[src/cib_pkg.sv]
// Shared constants and types of the CAN boot session block.
package cib_pkg;

    // ------------------------------------------------------------------
    // Register map, byte addresses on the register bus
    // ------------------------------------------------------------------
    localparam logic [5:0] OFS_SBV    = 6'h00;
    localparam logic [5:0] OFS_PA     = 6'h04;
    localparam logic [5:0] OFS_PB     = 6'h08;
    localparam logic [5:0] OFS_PC     = 6'h0C;
    localparam logic [5:0] OFS_FUSE   = 6'h10;
    localparam logic [5:0] OFS_EXTRA  = 6'h14;
    localparam logic [5:0] OFS_BT1    = 6'h18;
    localparam logic [5:0] OFS_BT2    = 6'h1C;
    localparam logic [5:0] OFS_BT3    = 6'h20;
    localparam logic [5:0] OFS_BASE   = 6'h24;
    localparam logic [5:0] OFS_NODE   = 6'h28;
    localparam logic [5:0] OFS_STATUS = 6'h2C;
    localparam logic [5:0] OFS_CTRL   = 6'h30;

    // ------------------------------------------------------------------
    // Field positions and codes
    // ------------------------------------------------------------------
    localparam int         FUSE_BIT     = 0;
    localparam int         CTRL_RESTART = 0;
    localparam logic [7:0] BYTE_ANY     = 8'hFF;
    localparam logic [7:0] LOW_BYTE     = 8'h00;
    localparam logic [7:0] SESS_CLOSED  = 8'h00;
    localparam logic [7:0] SESS_OPEN    = 8'h01;
    localparam logic [3:0] REPLY_DLC    = 4'h2;
    localparam logic [3:0] DLC_NONE     = 4'h0;
    localparam logic [15:0] APP_ADDR    = 16'h0000;
    localparam logic [15:0] BOOT_ADDR   = 16'hF800;
    localparam logic [3:0] CMD_SELECT   = 4'h0;
    localparam logic [3:0] CMD_PSTART   = 4'h1;
    localparam logic [3:0] CMD_READ     = 4'h5;

    // ------------------------------------------------------------------
    // Reset values and timing
    // ------------------------------------------------------------------
    localparam logic [7:0] SBV_RST   = 8'hFC;
    localparam logic [7:0] PA_RST    = 8'hFE;
    localparam logic [7:0] PB_RST    = 8'hFF;
    localparam logic [7:0] PC_RST    = 8'hFF;
    localparam logic       FUSE_RST  = 1'b0;
    localparam logic [7:0] EXTRA_RST = 8'hFF;
    localparam logic [7:0] BT_RST    = 8'hFF;
    localparam logic [7:0] NODE_RST  = 8'hFF;
    localparam logic [6:0] BASE_RST  = 7'h00;
    localparam logic [1:0] SETTLE    = 2'h3;

    // ------------------------------------------------------------------
    // Types
    // ------------------------------------------------------------------
    typedef struct packed {
        logic [10:0] id;
        logic        ext;
        logic [3:0]  dlc;
        logic [63:0] data;
    } cib_frame_t;

    typedef struct packed {
        logic [7:0] soft_boot_vector;
        logic [7:0] pa;
        logic [7:0] pb;
        logic [7:0] pc;
        logic       fuse;
    } cib_bootcfg_t;

    typedef enum logic [2:0] {
        TGT_APP  = 3'b001,
        TGT_ISP  = 3'b010,
        TGT_USER = 3'b100
    } cib_target_t;

    typedef enum logic [3:0] {
        ST_BOOT  = 4'b0001,
        ST_BAUD  = 4'b0010,
        ST_RUN   = 4'b0100,
        ST_REPLY = 4'b1000
    } cib_phase_t;

    typedef struct packed {
        cib_phase_t   phase;
        logic [1:0]   settle;
        logic [7:0]   pAs1;
        logic [7:0]   pAs2;
        logic [7:0]   pBs1;
        logic [7:0]   pBs2;
        logic [1:0]   pCs1;
        logic [1:0]   pCs2;
        cib_bootcfg_t cfg;
        logic [7:0]   extra;
        logic [7:0]   bt1;
        logic [7:0]   bt2;
        logic [7:0]   bt3;
        logic [7:0]   node;
        logic [6:0]   base;
        logic         session;
        logic         baudOk;
        logic         ackEn;
        logic         autoRun;
        logic         btLoad;
        logic         bootValid;
        cib_target_t  target;
        logic [15:0]  bootAddr;
        logic         txValid;
        cib_frame_t   tx;
        logic         cmdValid;
        cib_frame_t   cmd;
        logic         waitReq;
        logic [31:0]  rdata;
    } cib_state_t;

    localparam cib_state_t RST_STATE = '{
        phase: ST_BOOT, settle: SETTLE, target: TGT_APP, waitReq: 1'b1,
        cfg: '{soft_boot_vector: SBV_RST, pa: PA_RST, pb: PB_RST, pc: PC_RST, fuse: FUSE_RST},
        extra: EXTRA_RST, bt1: BT_RST, bt2: BT_RST, bt3: BT_RST,
        node: NODE_RST, base: BASE_RST, default: '0};

    function automatic logic [3:0] cmdOf(input logic [10:0] id);
        return id[3:0];
    endfunction

    function automatic logic [6:0] baseOf(input logic [10:0] id);
        return id[10:4];
    endfunction

    function automatic logic [10:0] mkId(input logic [6:0] b, input logic [3:0] c);
        return {b, c};
    endfunction

endpackage
[src/cib_boot_select.sv]
// Boot entry decision from port conditions, fuse and software vector.
module cib_boot_select (
    // Stored boot configuration
    input  wire cib_pkg::cib_bootcfg_t cfg,
    // Synchronised port levels
    input  wire logic [7:0]            portA,
    input  wire logic [7:0]            portB,
    input  wire logic [1:0]            portC,
    // Decision
    output logic                       hwCond,
    output cib_pkg::cib_target_t       target,
    output logic [15:0]                startAddr
);

    // ------------------------------------------------------------------
    // Decision
    // ------------------------------------------------------------------
    // A condition byte left at all ones is unused, so the next port is tried.
    always_comb begin
        if (cfg.pa != cib_pkg::BYTE_ANY) begin
            hwCond = (portA == cfg.pa);
        end else if (cfg.pb != cib_pkg::BYTE_ANY) begin
            hwCond = (portB == cfg.pb);
        end else if (cfg.pc != cib_pkg::BYTE_ANY) begin
            hwCond = (portC == cfg.pc[1:0]);
        end else begin
            hwCond = 1'b0;
        end
        if (hwCond) begin
            target    = cib_pkg::TGT_ISP;
            startAddr = cib_pkg::BOOT_ADDR;
        end else if (!cfg.fuse && cfg.soft_boot_vector == cib_pkg::SBV_RST) begin
            target    = cib_pkg::TGT_ISP;
            startAddr = cib_pkg::BOOT_ADDR;
        end else if (!cfg.fuse) begin
            target    = cib_pkg::TGT_USER;
            startAddr = {cfg.soft_boot_vector, cib_pkg::LOW_BYTE};
        end else begin
            target    = cib_pkg::TGT_APP;
            startAddr = cib_pkg::APP_ADDR;
        end
    end

endmodule

[src/cib_boot_session.sv]
// CAN boot entry and programming session layer with its register file.
//
// Contract
// - A user bootloader starts at vector value as high byte, 00h low.
// - Out of reset enter bootloader when boot condition holds; factory: port A FEh.
// - Condition is user-set on ports A, B or C bits 0..1, fixed priority.
// - Restart into bootloader only with fuse at 0; fuse at 1 is locked.
// - Only standard frames with 11-bit identifiers are used.
// - Extra byte FFh runs autobaud; otherwise load the three bit-timing bytes.
// - During autobaud no frame is acknowledged until timing is found.
// - A frame carries a 4-bit length and zero to eight bytes.
// - Identifier is 7-bit base then 4-bit command code 0h..6h; only 0h..5h are acted on, 6h is ignored.
// - Identifier base resets to 00h, is writable, never above 7Fh.
// - Select-node accepted for node FFh or the local node number.
// - Reply holds two bytes: version, then 00h closed or 01h open.
// - With session closed, every frame but select-node is ignored.
module cib_boot_session #(
    parameter logic [7:0] BOOT_VERSION = 8'h10
) (
    // Clock and reset
    input  wire logic                 clk,
    input  wire logic                 nrst,
    // Avalon-MM slave
    input  wire logic [5:0]           avsAddress,
    input  wire logic                 avsRead,
    input  wire logic                 avsWrite,
    input  wire logic [31:0]          avsWriteData,
    input  wire logic [3:0]           avsByteEnable,
    output logic [31:0]               avsReadData,
    output logic                      avsWaitRequest,
    // Boot port pins
    input  wire logic [7:0]           port1Pin,
    input  wire logic [7:0]           port3Pin,
    input  wire logic [1:0]           port4Pin,
    // Boot decision
    output logic                      bootValid,
    output cib_pkg::cib_target_t      bootTarget,
    output logic [15:0]               bootAddr,
    // CAN controller setup
    input  wire logic                 baudFound,
    output logic                      autobaudRun,
    output logic                      ackEnable,
    output logic                      btLoad,
    output logic [23:0]               bitTiming,
    // Received frames
    input  wire logic                 rxValid,
    input  wire cib_pkg::cib_frame_t  rxFrame,
    // Frames to send
    output logic                      txValid,
    output cib_pkg::cib_frame_t       txFrame,
    input  wire logic                 txReady,
    // Session and memory commands
    output logic                      sessionOpen,
    output logic                      cmdValid,
    output cib_pkg::cib_frame_t       cmdFrame
);

    // ------------------------------------------------------------------
    // State
    // ------------------------------------------------------------------
    cib_pkg::cib_state_t  r_reg;
    cib_pkg::cib_state_t  r_next;
    logic                 hwCond;
    cib_pkg::cib_target_t decTarget;
    logic [15:0]          decAddr;
    logic                 busWr;
    logic                 restartWr;
    logic                 rxHit;
    logic                 selReq;
    logic                 selAccept;
    logic [7:0]           reqNode;

    function automatic logic [31:0] zx8(input logic [7:0] b);
        return {24'h00_0000, b};
    endfunction

    cib_boot_select u_select (
        .cfg       (r_reg.cfg),
        .portA     (r_reg.pAs2),
        .portB     (r_reg.pBs2),
        .portC     (r_reg.pCs2),
        .hwCond    (hwCond),
        .target    (decTarget),
        .startAddr (decAddr)
    );

    // ------------------------------------------------------------------
    // Decode
    // ------------------------------------------------------------------
    assign busWr     = avsWrite && !r_reg.waitReq && avsByteEnable[0];
    assign restartWr = busWr && avsAddress == cib_pkg::OFS_CTRL
                       && avsWriteData[cib_pkg::CTRL_RESTART] && !r_reg.cfg.fuse;
    // Extended frames and foreign identifier groups never reach the session.
    assign rxHit     = rxValid && !rxFrame.ext && r_reg.phase == cib_pkg::ST_RUN
                       && cib_pkg::baseOf(rxFrame.id) == r_reg.base;
    assign reqNode   = rxFrame.data[7:0];
    assign selReq    = rxHit && cib_pkg::cmdOf(rxFrame.id) == cib_pkg::CMD_SELECT
                       && rxFrame.dlc != cib_pkg::DLC_NONE;
    assign selAccept = selReq && (reqNode == cib_pkg::BYTE_ANY || reqNode == r_reg.node);

    // ------------------------------------------------------------------
    // Next state
    // ------------------------------------------------------------------
    always_comb begin
        r_next          = r_reg;
        r_next.pAs1     = port1Pin;
        r_next.pAs2     = r_reg.pAs1;
        r_next.pBs1     = port3Pin;
        r_next.pBs2     = r_reg.pBs1;
        r_next.pCs1     = port4Pin;
        r_next.pCs2     = r_reg.pCs1;
        r_next.btLoad   = 1'b0;
        r_next.cmdValid = 1'b0;
        r_next.waitReq  = !((avsRead || avsWrite) && r_reg.waitReq);
        if (avsRead && r_reg.waitReq) begin
            case (avsAddress)
                cib_pkg::OFS_SBV:    r_next.rdata = zx8(r_reg.cfg.soft_boot_vector);
                cib_pkg::OFS_PA:     r_next.rdata = zx8(r_reg.cfg.pa);
                cib_pkg::OFS_PB:     r_next.rdata = zx8(r_reg.cfg.pb);
                cib_pkg::OFS_PC:     r_next.rdata = zx8(r_reg.cfg.pc);
                cib_pkg::OFS_FUSE:   r_next.rdata = {31'h0000_0000, r_reg.cfg.fuse};
                cib_pkg::OFS_EXTRA:  r_next.rdata = zx8(r_reg.extra);
                cib_pkg::OFS_BT1:    r_next.rdata = zx8(r_reg.bt1);
                cib_pkg::OFS_BT2:    r_next.rdata = zx8(r_reg.bt2);
                cib_pkg::OFS_BT3:    r_next.rdata = zx8(r_reg.bt3);
                cib_pkg::OFS_BASE:   r_next.rdata = {25'h000_0000, r_reg.base};
                cib_pkg::OFS_NODE:   r_next.rdata = zx8(r_reg.node);
                cib_pkg::OFS_STATUS: r_next.rdata = {26'h000_0000, r_reg.target,
                                                      r_reg.ackEn, r_reg.baudOk,
                                                      r_reg.session};
                default:             r_next.rdata = 32'h0000_0000;
            endcase
        end
        if (busWr) begin
            case (avsAddress)
                cib_pkg::OFS_SBV:   r_next.cfg.soft_boot_vector = avsWriteData[7:0];
                cib_pkg::OFS_PA:    r_next.cfg.pa  = avsWriteData[7:0];
                cib_pkg::OFS_PB:    r_next.cfg.pb  = avsWriteData[7:0];
                cib_pkg::OFS_PC:    r_next.cfg.pc  = avsWriteData[7:0];
                cib_pkg::OFS_FUSE: begin
                    if (!r_reg.cfg.fuse) begin
                        r_next.cfg.fuse = avsWriteData[cib_pkg::FUSE_BIT];
                    end
                end
                cib_pkg::OFS_EXTRA: r_next.extra = avsWriteData[7:0];
                cib_pkg::OFS_BT1:   r_next.bt1   = avsWriteData[7:0];
                cib_pkg::OFS_BT2:   r_next.bt2   = avsWriteData[7:0];
                cib_pkg::OFS_BT3:   r_next.bt3   = avsWriteData[7:0];
                cib_pkg::OFS_BASE:  r_next.base  = avsWriteData[6:0];
                cib_pkg::OFS_NODE:  r_next.node  = avsWriteData[7:0];
                default: ;
            endcase
        end
        unique case (r_reg.phase)
            cib_pkg::ST_BOOT: begin
                // Ports are read only once both synchroniser stages hold pin levels.
                if (r_reg.settle != 2'h0) begin
                    r_next.settle = r_reg.settle - 2'h1;
                    if (r_reg.settle == 2'h1) begin
                        r_next.bootValid = 1'b1;
                        r_next.target    = decTarget;
                        r_next.bootAddr  = decAddr;
                        if (decTarget == cib_pkg::TGT_ISP) begin
                            r_next.phase = cib_pkg::ST_BAUD;
                        end
                    end
                end
            end
            cib_pkg::ST_BAUD: begin
                if (r_reg.extra == cib_pkg::BYTE_ANY) begin
                    r_next.autoRun = !baudFound;
                    r_next.ackEn   = baudFound;
                    if (baudFound) begin
                        r_next.baudOk = 1'b1;
                        r_next.phase  = cib_pkg::ST_RUN;
                    end
                end else begin
                    r_next.btLoad  = 1'b1;
                    r_next.ackEn   = 1'b1;
                    r_next.phase   = cib_pkg::ST_RUN;
                end
            end
            cib_pkg::ST_RUN: begin
                if (selAccept) begin
                    r_next.session  = !r_reg.session;
                    r_next.tx.id    = cib_pkg::mkId(r_reg.base, cib_pkg::CMD_SELECT);
                    r_next.tx.ext   = 1'b0;
                    r_next.tx.dlc   = cib_pkg::REPLY_DLC;
                    r_next.tx.data  = {48'h0000_0000_0000,
                                       r_reg.session ? cib_pkg::SESS_CLOSED
                                                     : cib_pkg::SESS_OPEN,
                                       BOOT_VERSION};
                    r_next.txValid  = 1'b1;
                    r_next.phase    = cib_pkg::ST_REPLY;
                end else if (rxHit && r_reg.session
                             && cib_pkg::cmdOf(rxFrame.id) >= cib_pkg::CMD_PSTART
                             && cib_pkg::cmdOf(rxFrame.id) <= cib_pkg::CMD_READ) begin
                    r_next.cmdValid = 1'b1;
                    r_next.cmd      = rxFrame;
                end
            end
            cib_pkg::ST_REPLY: begin
                if (txReady) begin
                    r_next.txValid = 1'b0;
                    r_next.phase   = cib_pkg::ST_RUN;
                end
            end
            default: r_next.phase = cib_pkg::ST_BOOT;
        endcase
        if (restartWr) begin
            r_next.phase     = cib_pkg::ST_BOOT;
            r_next.settle    = cib_pkg::SETTLE;
            r_next.session   = 1'b0;
            r_next.bootValid = 1'b0;
            r_next.txValid   = 1'b0;
            r_next.autoRun   = 1'b0;
            r_next.ackEn     = 1'b0;
        end
    end

    always_ff @(posedge clk or negedge nrst) begin
        if (!nrst) begin
            r_reg <= cib_pkg::RST_STATE;
        end else begin
            r_reg <= r_next;
        end
    end

    // ------------------------------------------------------------------
    // Outputs
    // ------------------------------------------------------------------
    assign avsReadData    = r_reg.rdata;
    assign avsWaitRequest = r_reg.waitReq;
    assign bootValid      = r_reg.bootValid;
    assign bootTarget     = r_reg.target;
    assign bootAddr       = r_reg.bootAddr;
    assign autobaudRun    = r_reg.autoRun;
    assign ackEnable      = r_reg.ackEn;
    assign btLoad         = r_reg.btLoad;
    assign bitTiming      = {r_reg.bt3, r_reg.bt2, r_reg.bt1};
    assign txValid        = r_reg.txValid;
    assign txFrame        = r_reg.tx;
    assign sessionOpen    = r_reg.session;
    assign cmdValid       = r_reg.cmdValid;
    assign cmdFrame       = r_reg.cmd;
endmodule

[config.mk]
export PLATFORM = sky130hd
export DESIGN_NAME = cib_boot_session
export DESIGN_NICKNAME = d
export VERILOG_FILES = /design/src/cib_pkg.sv /design/src/cib_boot_select.sv /design/src/cib_boot_session.sv
export SDC_FILE = /design/constraint.sdc
export NUM_CORES = 1
export LEC_CHECK = 0
export ABC_AREA = 1
export ABC_CLOCK_PERIOD_IN_PS = 4790
export BUFFER_PORTS_ARGS = -buffer_cell sky130_fd_sc_hd__buf_4
export CORE_UTILIZATION = 55
export CTS_CLUSTER_SIZE = 8
export DETAILED_ROUTE_END_ITERATION = 12
export HOLD_SLACK_MARGIN = 0.06
export PLACE_DENSITY = 0.86
export SLEW_MARGIN = 15
export SYNTH_ARGS = -nofsm -noshare
export SYNTH_HDL_FRONTEND = slang
export SYNTH_SLANG_ARGS = --single-unit
[constraint.sdc]
create_clock -name clk -period 4.79 [get_ports clk]
set_input_delay 0.7185 -clock clk [delete_from_list [all_inputs] [get_ports clk]]
set_output_delay 0.7185 -clock clk [all_outputs]
set_load 0.03 [all_outputs]
After elaboration in Yosys (flattened, before gate mapping)
Cells that the tools add are included.
{ "word_totals": {"elab_cells": 176, "inputBits": 147, "output_inout_bits": 243, "register_bits": 272} }
{ "classes": {"bitwise_logic": 1, "magnitude_cmp": 2, "eq_ne": 35, "add_sub_neg": 1, "mux": 41, "n_reduce_logical": 58} }
{ "ops": {"columns": ["op", "count"], "rows": [
  ["two-way mux 81 bit", 4],
  ["case mux 8 bit (12 select lines)", 1],
  ["two-way mux 20 bit", 3],
  ["two-way mux 16 bit", 3],
  ["== test 6 bit (second input constant)", 5],
  ["AND reduction 2 bit", 15],
  ["== test 6 x 5 -> 1 bit (second input constant)", 4],
  ["== test 8 bit", 3],
  ["== test 8 bit (second input constant)", 3],
  ["two-way mux 4 bit", 6],
  ["!= test 8 bit (second input constant)", 3],
  ["logical AND 1 bit", 17],
  ["case mux 4 bit (4 select lines)", 1],
  ["nonzero test 2 bit", 8],
  ["!= test 3 bit (second input constant)", 5],
  ["AND reduction 3 bit", 5],
  ["two-way mux 1 bit", 14],
  ["== test 6 x 4 -> 1 bit (second input constant)", 2],
  ["two-way mux 3 bit", 4],
  ["two-way mux 6 bit", 2],
  ["== test 7 bit", 1],
  ["== test 6 x 3 -> 1 bit (second input constant)", 1],
  ["logical NOT 1 bit", 6],
  ["logical NOT 6 bit", 1],
  ["other kinds (19)", 21]
]} }

Longest topological paths before layout
{ "logic_depth": {"word_depth": 11, "depth_mapped": 15, "depth_no_buf": 15} }

Modules after synthesis
Synthesis repeated with hierarchy kept, for this count alone.
{ "unflattened": {"hier_cells": 1429, "hier_area_um2": 12389.4} }
{ "by_module_without_submodules": {"columns": ["mod", "area_per_inst_um2", "instances", "cells_per_inst", "seq_area_each_um2"], "rows": [
  ["cib_boot_session", 11792.6, 1, 1307, 6273.5],
  ["cib_boot_select", 596.8, 1, 122, 0.0]
]} }

Worst setup path after synthesis
OpenSTA, ideal clock, no wires.
{ "synth_path": {"path_kind": "input port to flip-flop", "from": "input avsAddress[1]", "to": "register r_reg[224] (netlist bit)", "setup_ps": 125, "required_ps": 4665, "path_buffers": 1, "stages": 8, "setup_slack_ps": 2857, "arrival_time_ps": 1809, "path_cell_list": "or2_4 > nor3_4 > nand2_2 > inv_2 > nand2_2 > buf_4 > nand2_1 > o21ai_2"} }
{ "synth_between": {"elab_chain_len": 2} }
{ "synth_lines": {"columns": ["item", "line", "rtl"], "rows": [
  ["start: declaration", "cib_boot_session.sv:24", "input wire logic [5:0] avsAddress,"],
  ["== test 6 bit", "cib_boot_session.sv:135", "case (avsAddress)"],
  ["AND reduction 2 bit (no source line)", null, null],
  ["end signal: assignment", "cib_boot_session.sv:223", "r_reg <= cib_pkg::RST_STATE;"],
  ["end signal: assignment", "cib_boot_session.sv:225", "r_reg <= r_next;"],
  ["end: declaration", "cib_boot_session.sv:61", "cib_pkg::cib_state_t r_reg;"]
]} }
Every way passes these cells.
A chain may end at the register's enable or synchronous reset.

Worst setup path after layout
{ "layout_path": {"from": "register r_reg (netlist bit sessionOpen)", "to": "register r_reg (netlist bit cmdFrame[45])"} }
{ "layout_between": {"elab_chain_len": 4} }
{ "layout_lines": {"columns": ["item", "line", "rtl"], "rows": [
  ["logical AND 1 bit", "cib_boot_session.sv:195", "end else if (rxHit && r_reg.session"],
  ["logical AND 1 bit", "cib_boot_session.sv:196", "&& cib_pkg::cmdOf(rxFrame.id) >= cib_pkg::CMD_PSTART"],
  ["logical AND 1 bit", "cib_boot_session.sv:197", "&& cib_pkg::cmdOf(rxFrame.id) <= cib_pkg::CMD_READ) begin"],
  ["AND reduction 3 bit (no source line)", null, null]
]} }
Every way passes these cells.

==> key figures <==
Floorplan
  – Die X: 150 µm
  – I/O pins: 390
  – Die area: 22500 µm²
  – Core area: 21200 µm²
  – Die height: 150 µm
  – FP Rows: 53
  – Initial Utilization: 0.567

Clock tree
  – CTS Hold Buffers Added: 0
  – Root Driver: clkbuf_16
  – Post-cts sizing count: 0
  – Post-CTS Setup Inserts: 0
  – H-tree depth: 2
  – CTS tree: done
  – Reg clk slew, reported paths: 0.05 ns
  – TritonCTS Buffers: 35
  – Clk Latency, worst-skew pair: 0.50 ns
  – Clock sinks: 239
  – Buffers from clock root to sink, at most: 3

Drt
  – Post-DR wirelength/cell: 16.6 µm
  – TritonRoute pass-1 iters: 6
  – Vias: 9323
  – Antenna Nets Post-Route: 0
  – Vias per cell: 5.08
  – WL final: 30500 µm
  – Starting DRT DRC Count: 820
  – DRC violations left: 0

Logic synthesis
  – Most common flop cell mapped by yosys: dfrtp_1
  – Syn avg cell area: 8.60 µm²
  – Post-synth ARST share: 1.00
  – Synth cell types: 39
  – Cells after synthesis: 1399
  – Sequential-to-total area share from yosys stat: 0.505
  – Synthesized area: 12000 µm²
  – FF+latch count, synth: 239
  – Synthesis Warnings: 0
  – EDFF count, synth: 0

STA
  – TNS Setup: 0 ns
  – Unrepaired setup endpoints after global routing: false
  – Skew final: 0.0181 ns
  – Final setup violation count: 0
  – Final Critical Period: 2.44 ns
  – Slew margin rel.: 0.258
  – Fmax: 410 MHz
  – Worst-Margin Slew: 1.11 ns
  – Final Max Tran Viols: 0
  – Worst hold margin: 0.323 ns
  – Period utilisation layout: 0.509
  – Setup ws final: 2.35 ns
  – Final hold violations: 0

GRT
  – Grt ovf: 0
  – Vias in the first global route: 8834
  – Initial antenna violation count: 1
  – All-Layer GR Usage: 0.266
  – Pin count of the biggest net entering global routing: 139
  – First-pass GRT wire length: 45600 µm

Layout
  – Filler Cell Count: 1656
  – Share of cells above drive strength 1: 0.273
  – Nets: 1685
  – Synthesis-to-finish area growth: 14.9%
  – Final Cell Area: 13800 µm²
  – Max reg flops: 81

Placed design
  – Dpl cell area: 12800 µm²
  – Gpl congestion: 0.896
  – Place WS: 1.98 ns
  – Port Buffer Count: 260
  – Final HPWL DP: 21300 µm

Setup path
  – Setup Crit Path Kind: reg -> reg
  – Critical Path Max Stage Delay: 0.83 ns
  – Slowest CP cell: inv_2
  – Crit path cell chain: inv_1 > a2111oi_0 > nand2_4 > inv_2 > nand2_1 > nand2_1
  – Top delay family on crit path: buffers and inverters
  – Most common cell on crit path: nand2_1
  – Critical path launch point type: flop
  – Worst Path Buf+Inv: 2
  – Critical path capture point type: flop
  – CP Data Arrival Time: 2.86 ns
  – Worst EP required: 5.21 ns
  – Critical-path maximum fanout: 68

Run
  – Max-cap violation count: 0

Power
  – Worst IR drop on VDD: 307 µV
  – Power Dens Cells: 371 nW/µm²
  – Leakage: 7.20 nW

Run status
  – Status: completed

Hold path
  – HP Class: in -> reg
cell families after synthesis:
| kind of cell | count (synthesis) | synth area share |
|---|---|---|
| other | 1 | 0.000312 |
| AO/OA/AOI/OAI | 165 | 0.0798 |
| AND/OR/NAND/NOR | 592 | 0.200 |
| buffers and inverters | 379 | 0.198 |
| adder cells (fa/ha/maj) | 3 | 0.00312 |
| XOR/XNOR | 20 | 0.0146 |
| flip-flops | 239 | 0.505 |
final timing paths:
check / startpoint / endpoint / slack (ns) / depth (start not counted)
min in group asynchronous: nrst / cmdFrame[12] / 0.37 / 1
max: sessionOpen / cmdFrame[45] / 2.35 / 6
max in group asynchronous: nrst / r_reg[274] / 3.38 / 2
max reg2reg: sessionOpen / cmdFrame[45] / 2.35 / 6
min: port1Pin[1] / r_next[321] / 0.32 / 1
min reg2reg: r_next[307] / r_reg[307] / 0.34 / 0
cells in the final DEF, fill, tap and decap left out, types with 7 or more instances in the layout:
cell / n
nor2_1: 46
o2bb2ai_1: 8
a22oi_1: 7
clkbuf_16: 37
dfrtp_1: 165
inv_2: 16
nand4_1: 12
nand2_1: 473
o21ai_0: 76
inv_1: 97
o22ai_1: 9
buf_4: 262
a21oi_1: 12
conb_1: 102
clkbuf_1: 23
nand3_1: 30
dfstp_2: 74
o21ai_2: 15
xnor2_1: 20
o21ai_1: 31
nand2_2: 8
layout make-up:
type	instances	area, µm²	area share
tap	275	344	0.0249
clock buffer	60	1010	0.0732
multi-input combinational	882	3970	0.287
inverter	113	424	0.0307
sequential	239	6070	0.439
antenna	1	2.50	0.000181
timing repair buffer	264	2000	0.145
cell usage after synthesis (all sizes together), types with 4 or more instances:
library cell | count | area, µm²
nand2 | 482 | 1830
buf | 263 | 1940
dfrtp | 165 | 4130
o21ai | 122 | 667
inv | 113 | 424
dfstp | 74 | 1940
nor2 | 50 | 208
nand3 | 32 | 170
xnor2 | 20 | 175
a21oi | 12 | 60.1
nand4 | 12 | 75.1
o22ai | 9 | 56.3
nor3 | 8 | 67.6
o2bb2ai | 8 | 70.1
a22oi | 7 | 52.6
nand3b | 4 | 30.0
routing by layer:
metal	global-route usage	wire, µm	up-vias
li1	-	-	4329
met1	0.303	10900	4417
met2	0.471	15600	481
met3	0.0537	2600	96
met4	0.134	1380	0
met5	0	0	-
where the power goes:
group          internal [mW]  switching, mW
combinational          0.206          0.443
clock                   1.42          0.854
sequential              2.15         0.0656
total                   3.77           1.36
stage by stage:
step	utilization	total power, mW	instances
after floorplan	-	2.72	1500
after global placement	0.604	2.87	1773
after detailed placement	0.604	2.89	1773
after CTS	0.652	5.18	1833
after global routing	0.652	5.33	1834
final	0.652	5.14	1834
(Power assumes the default switching activity.)
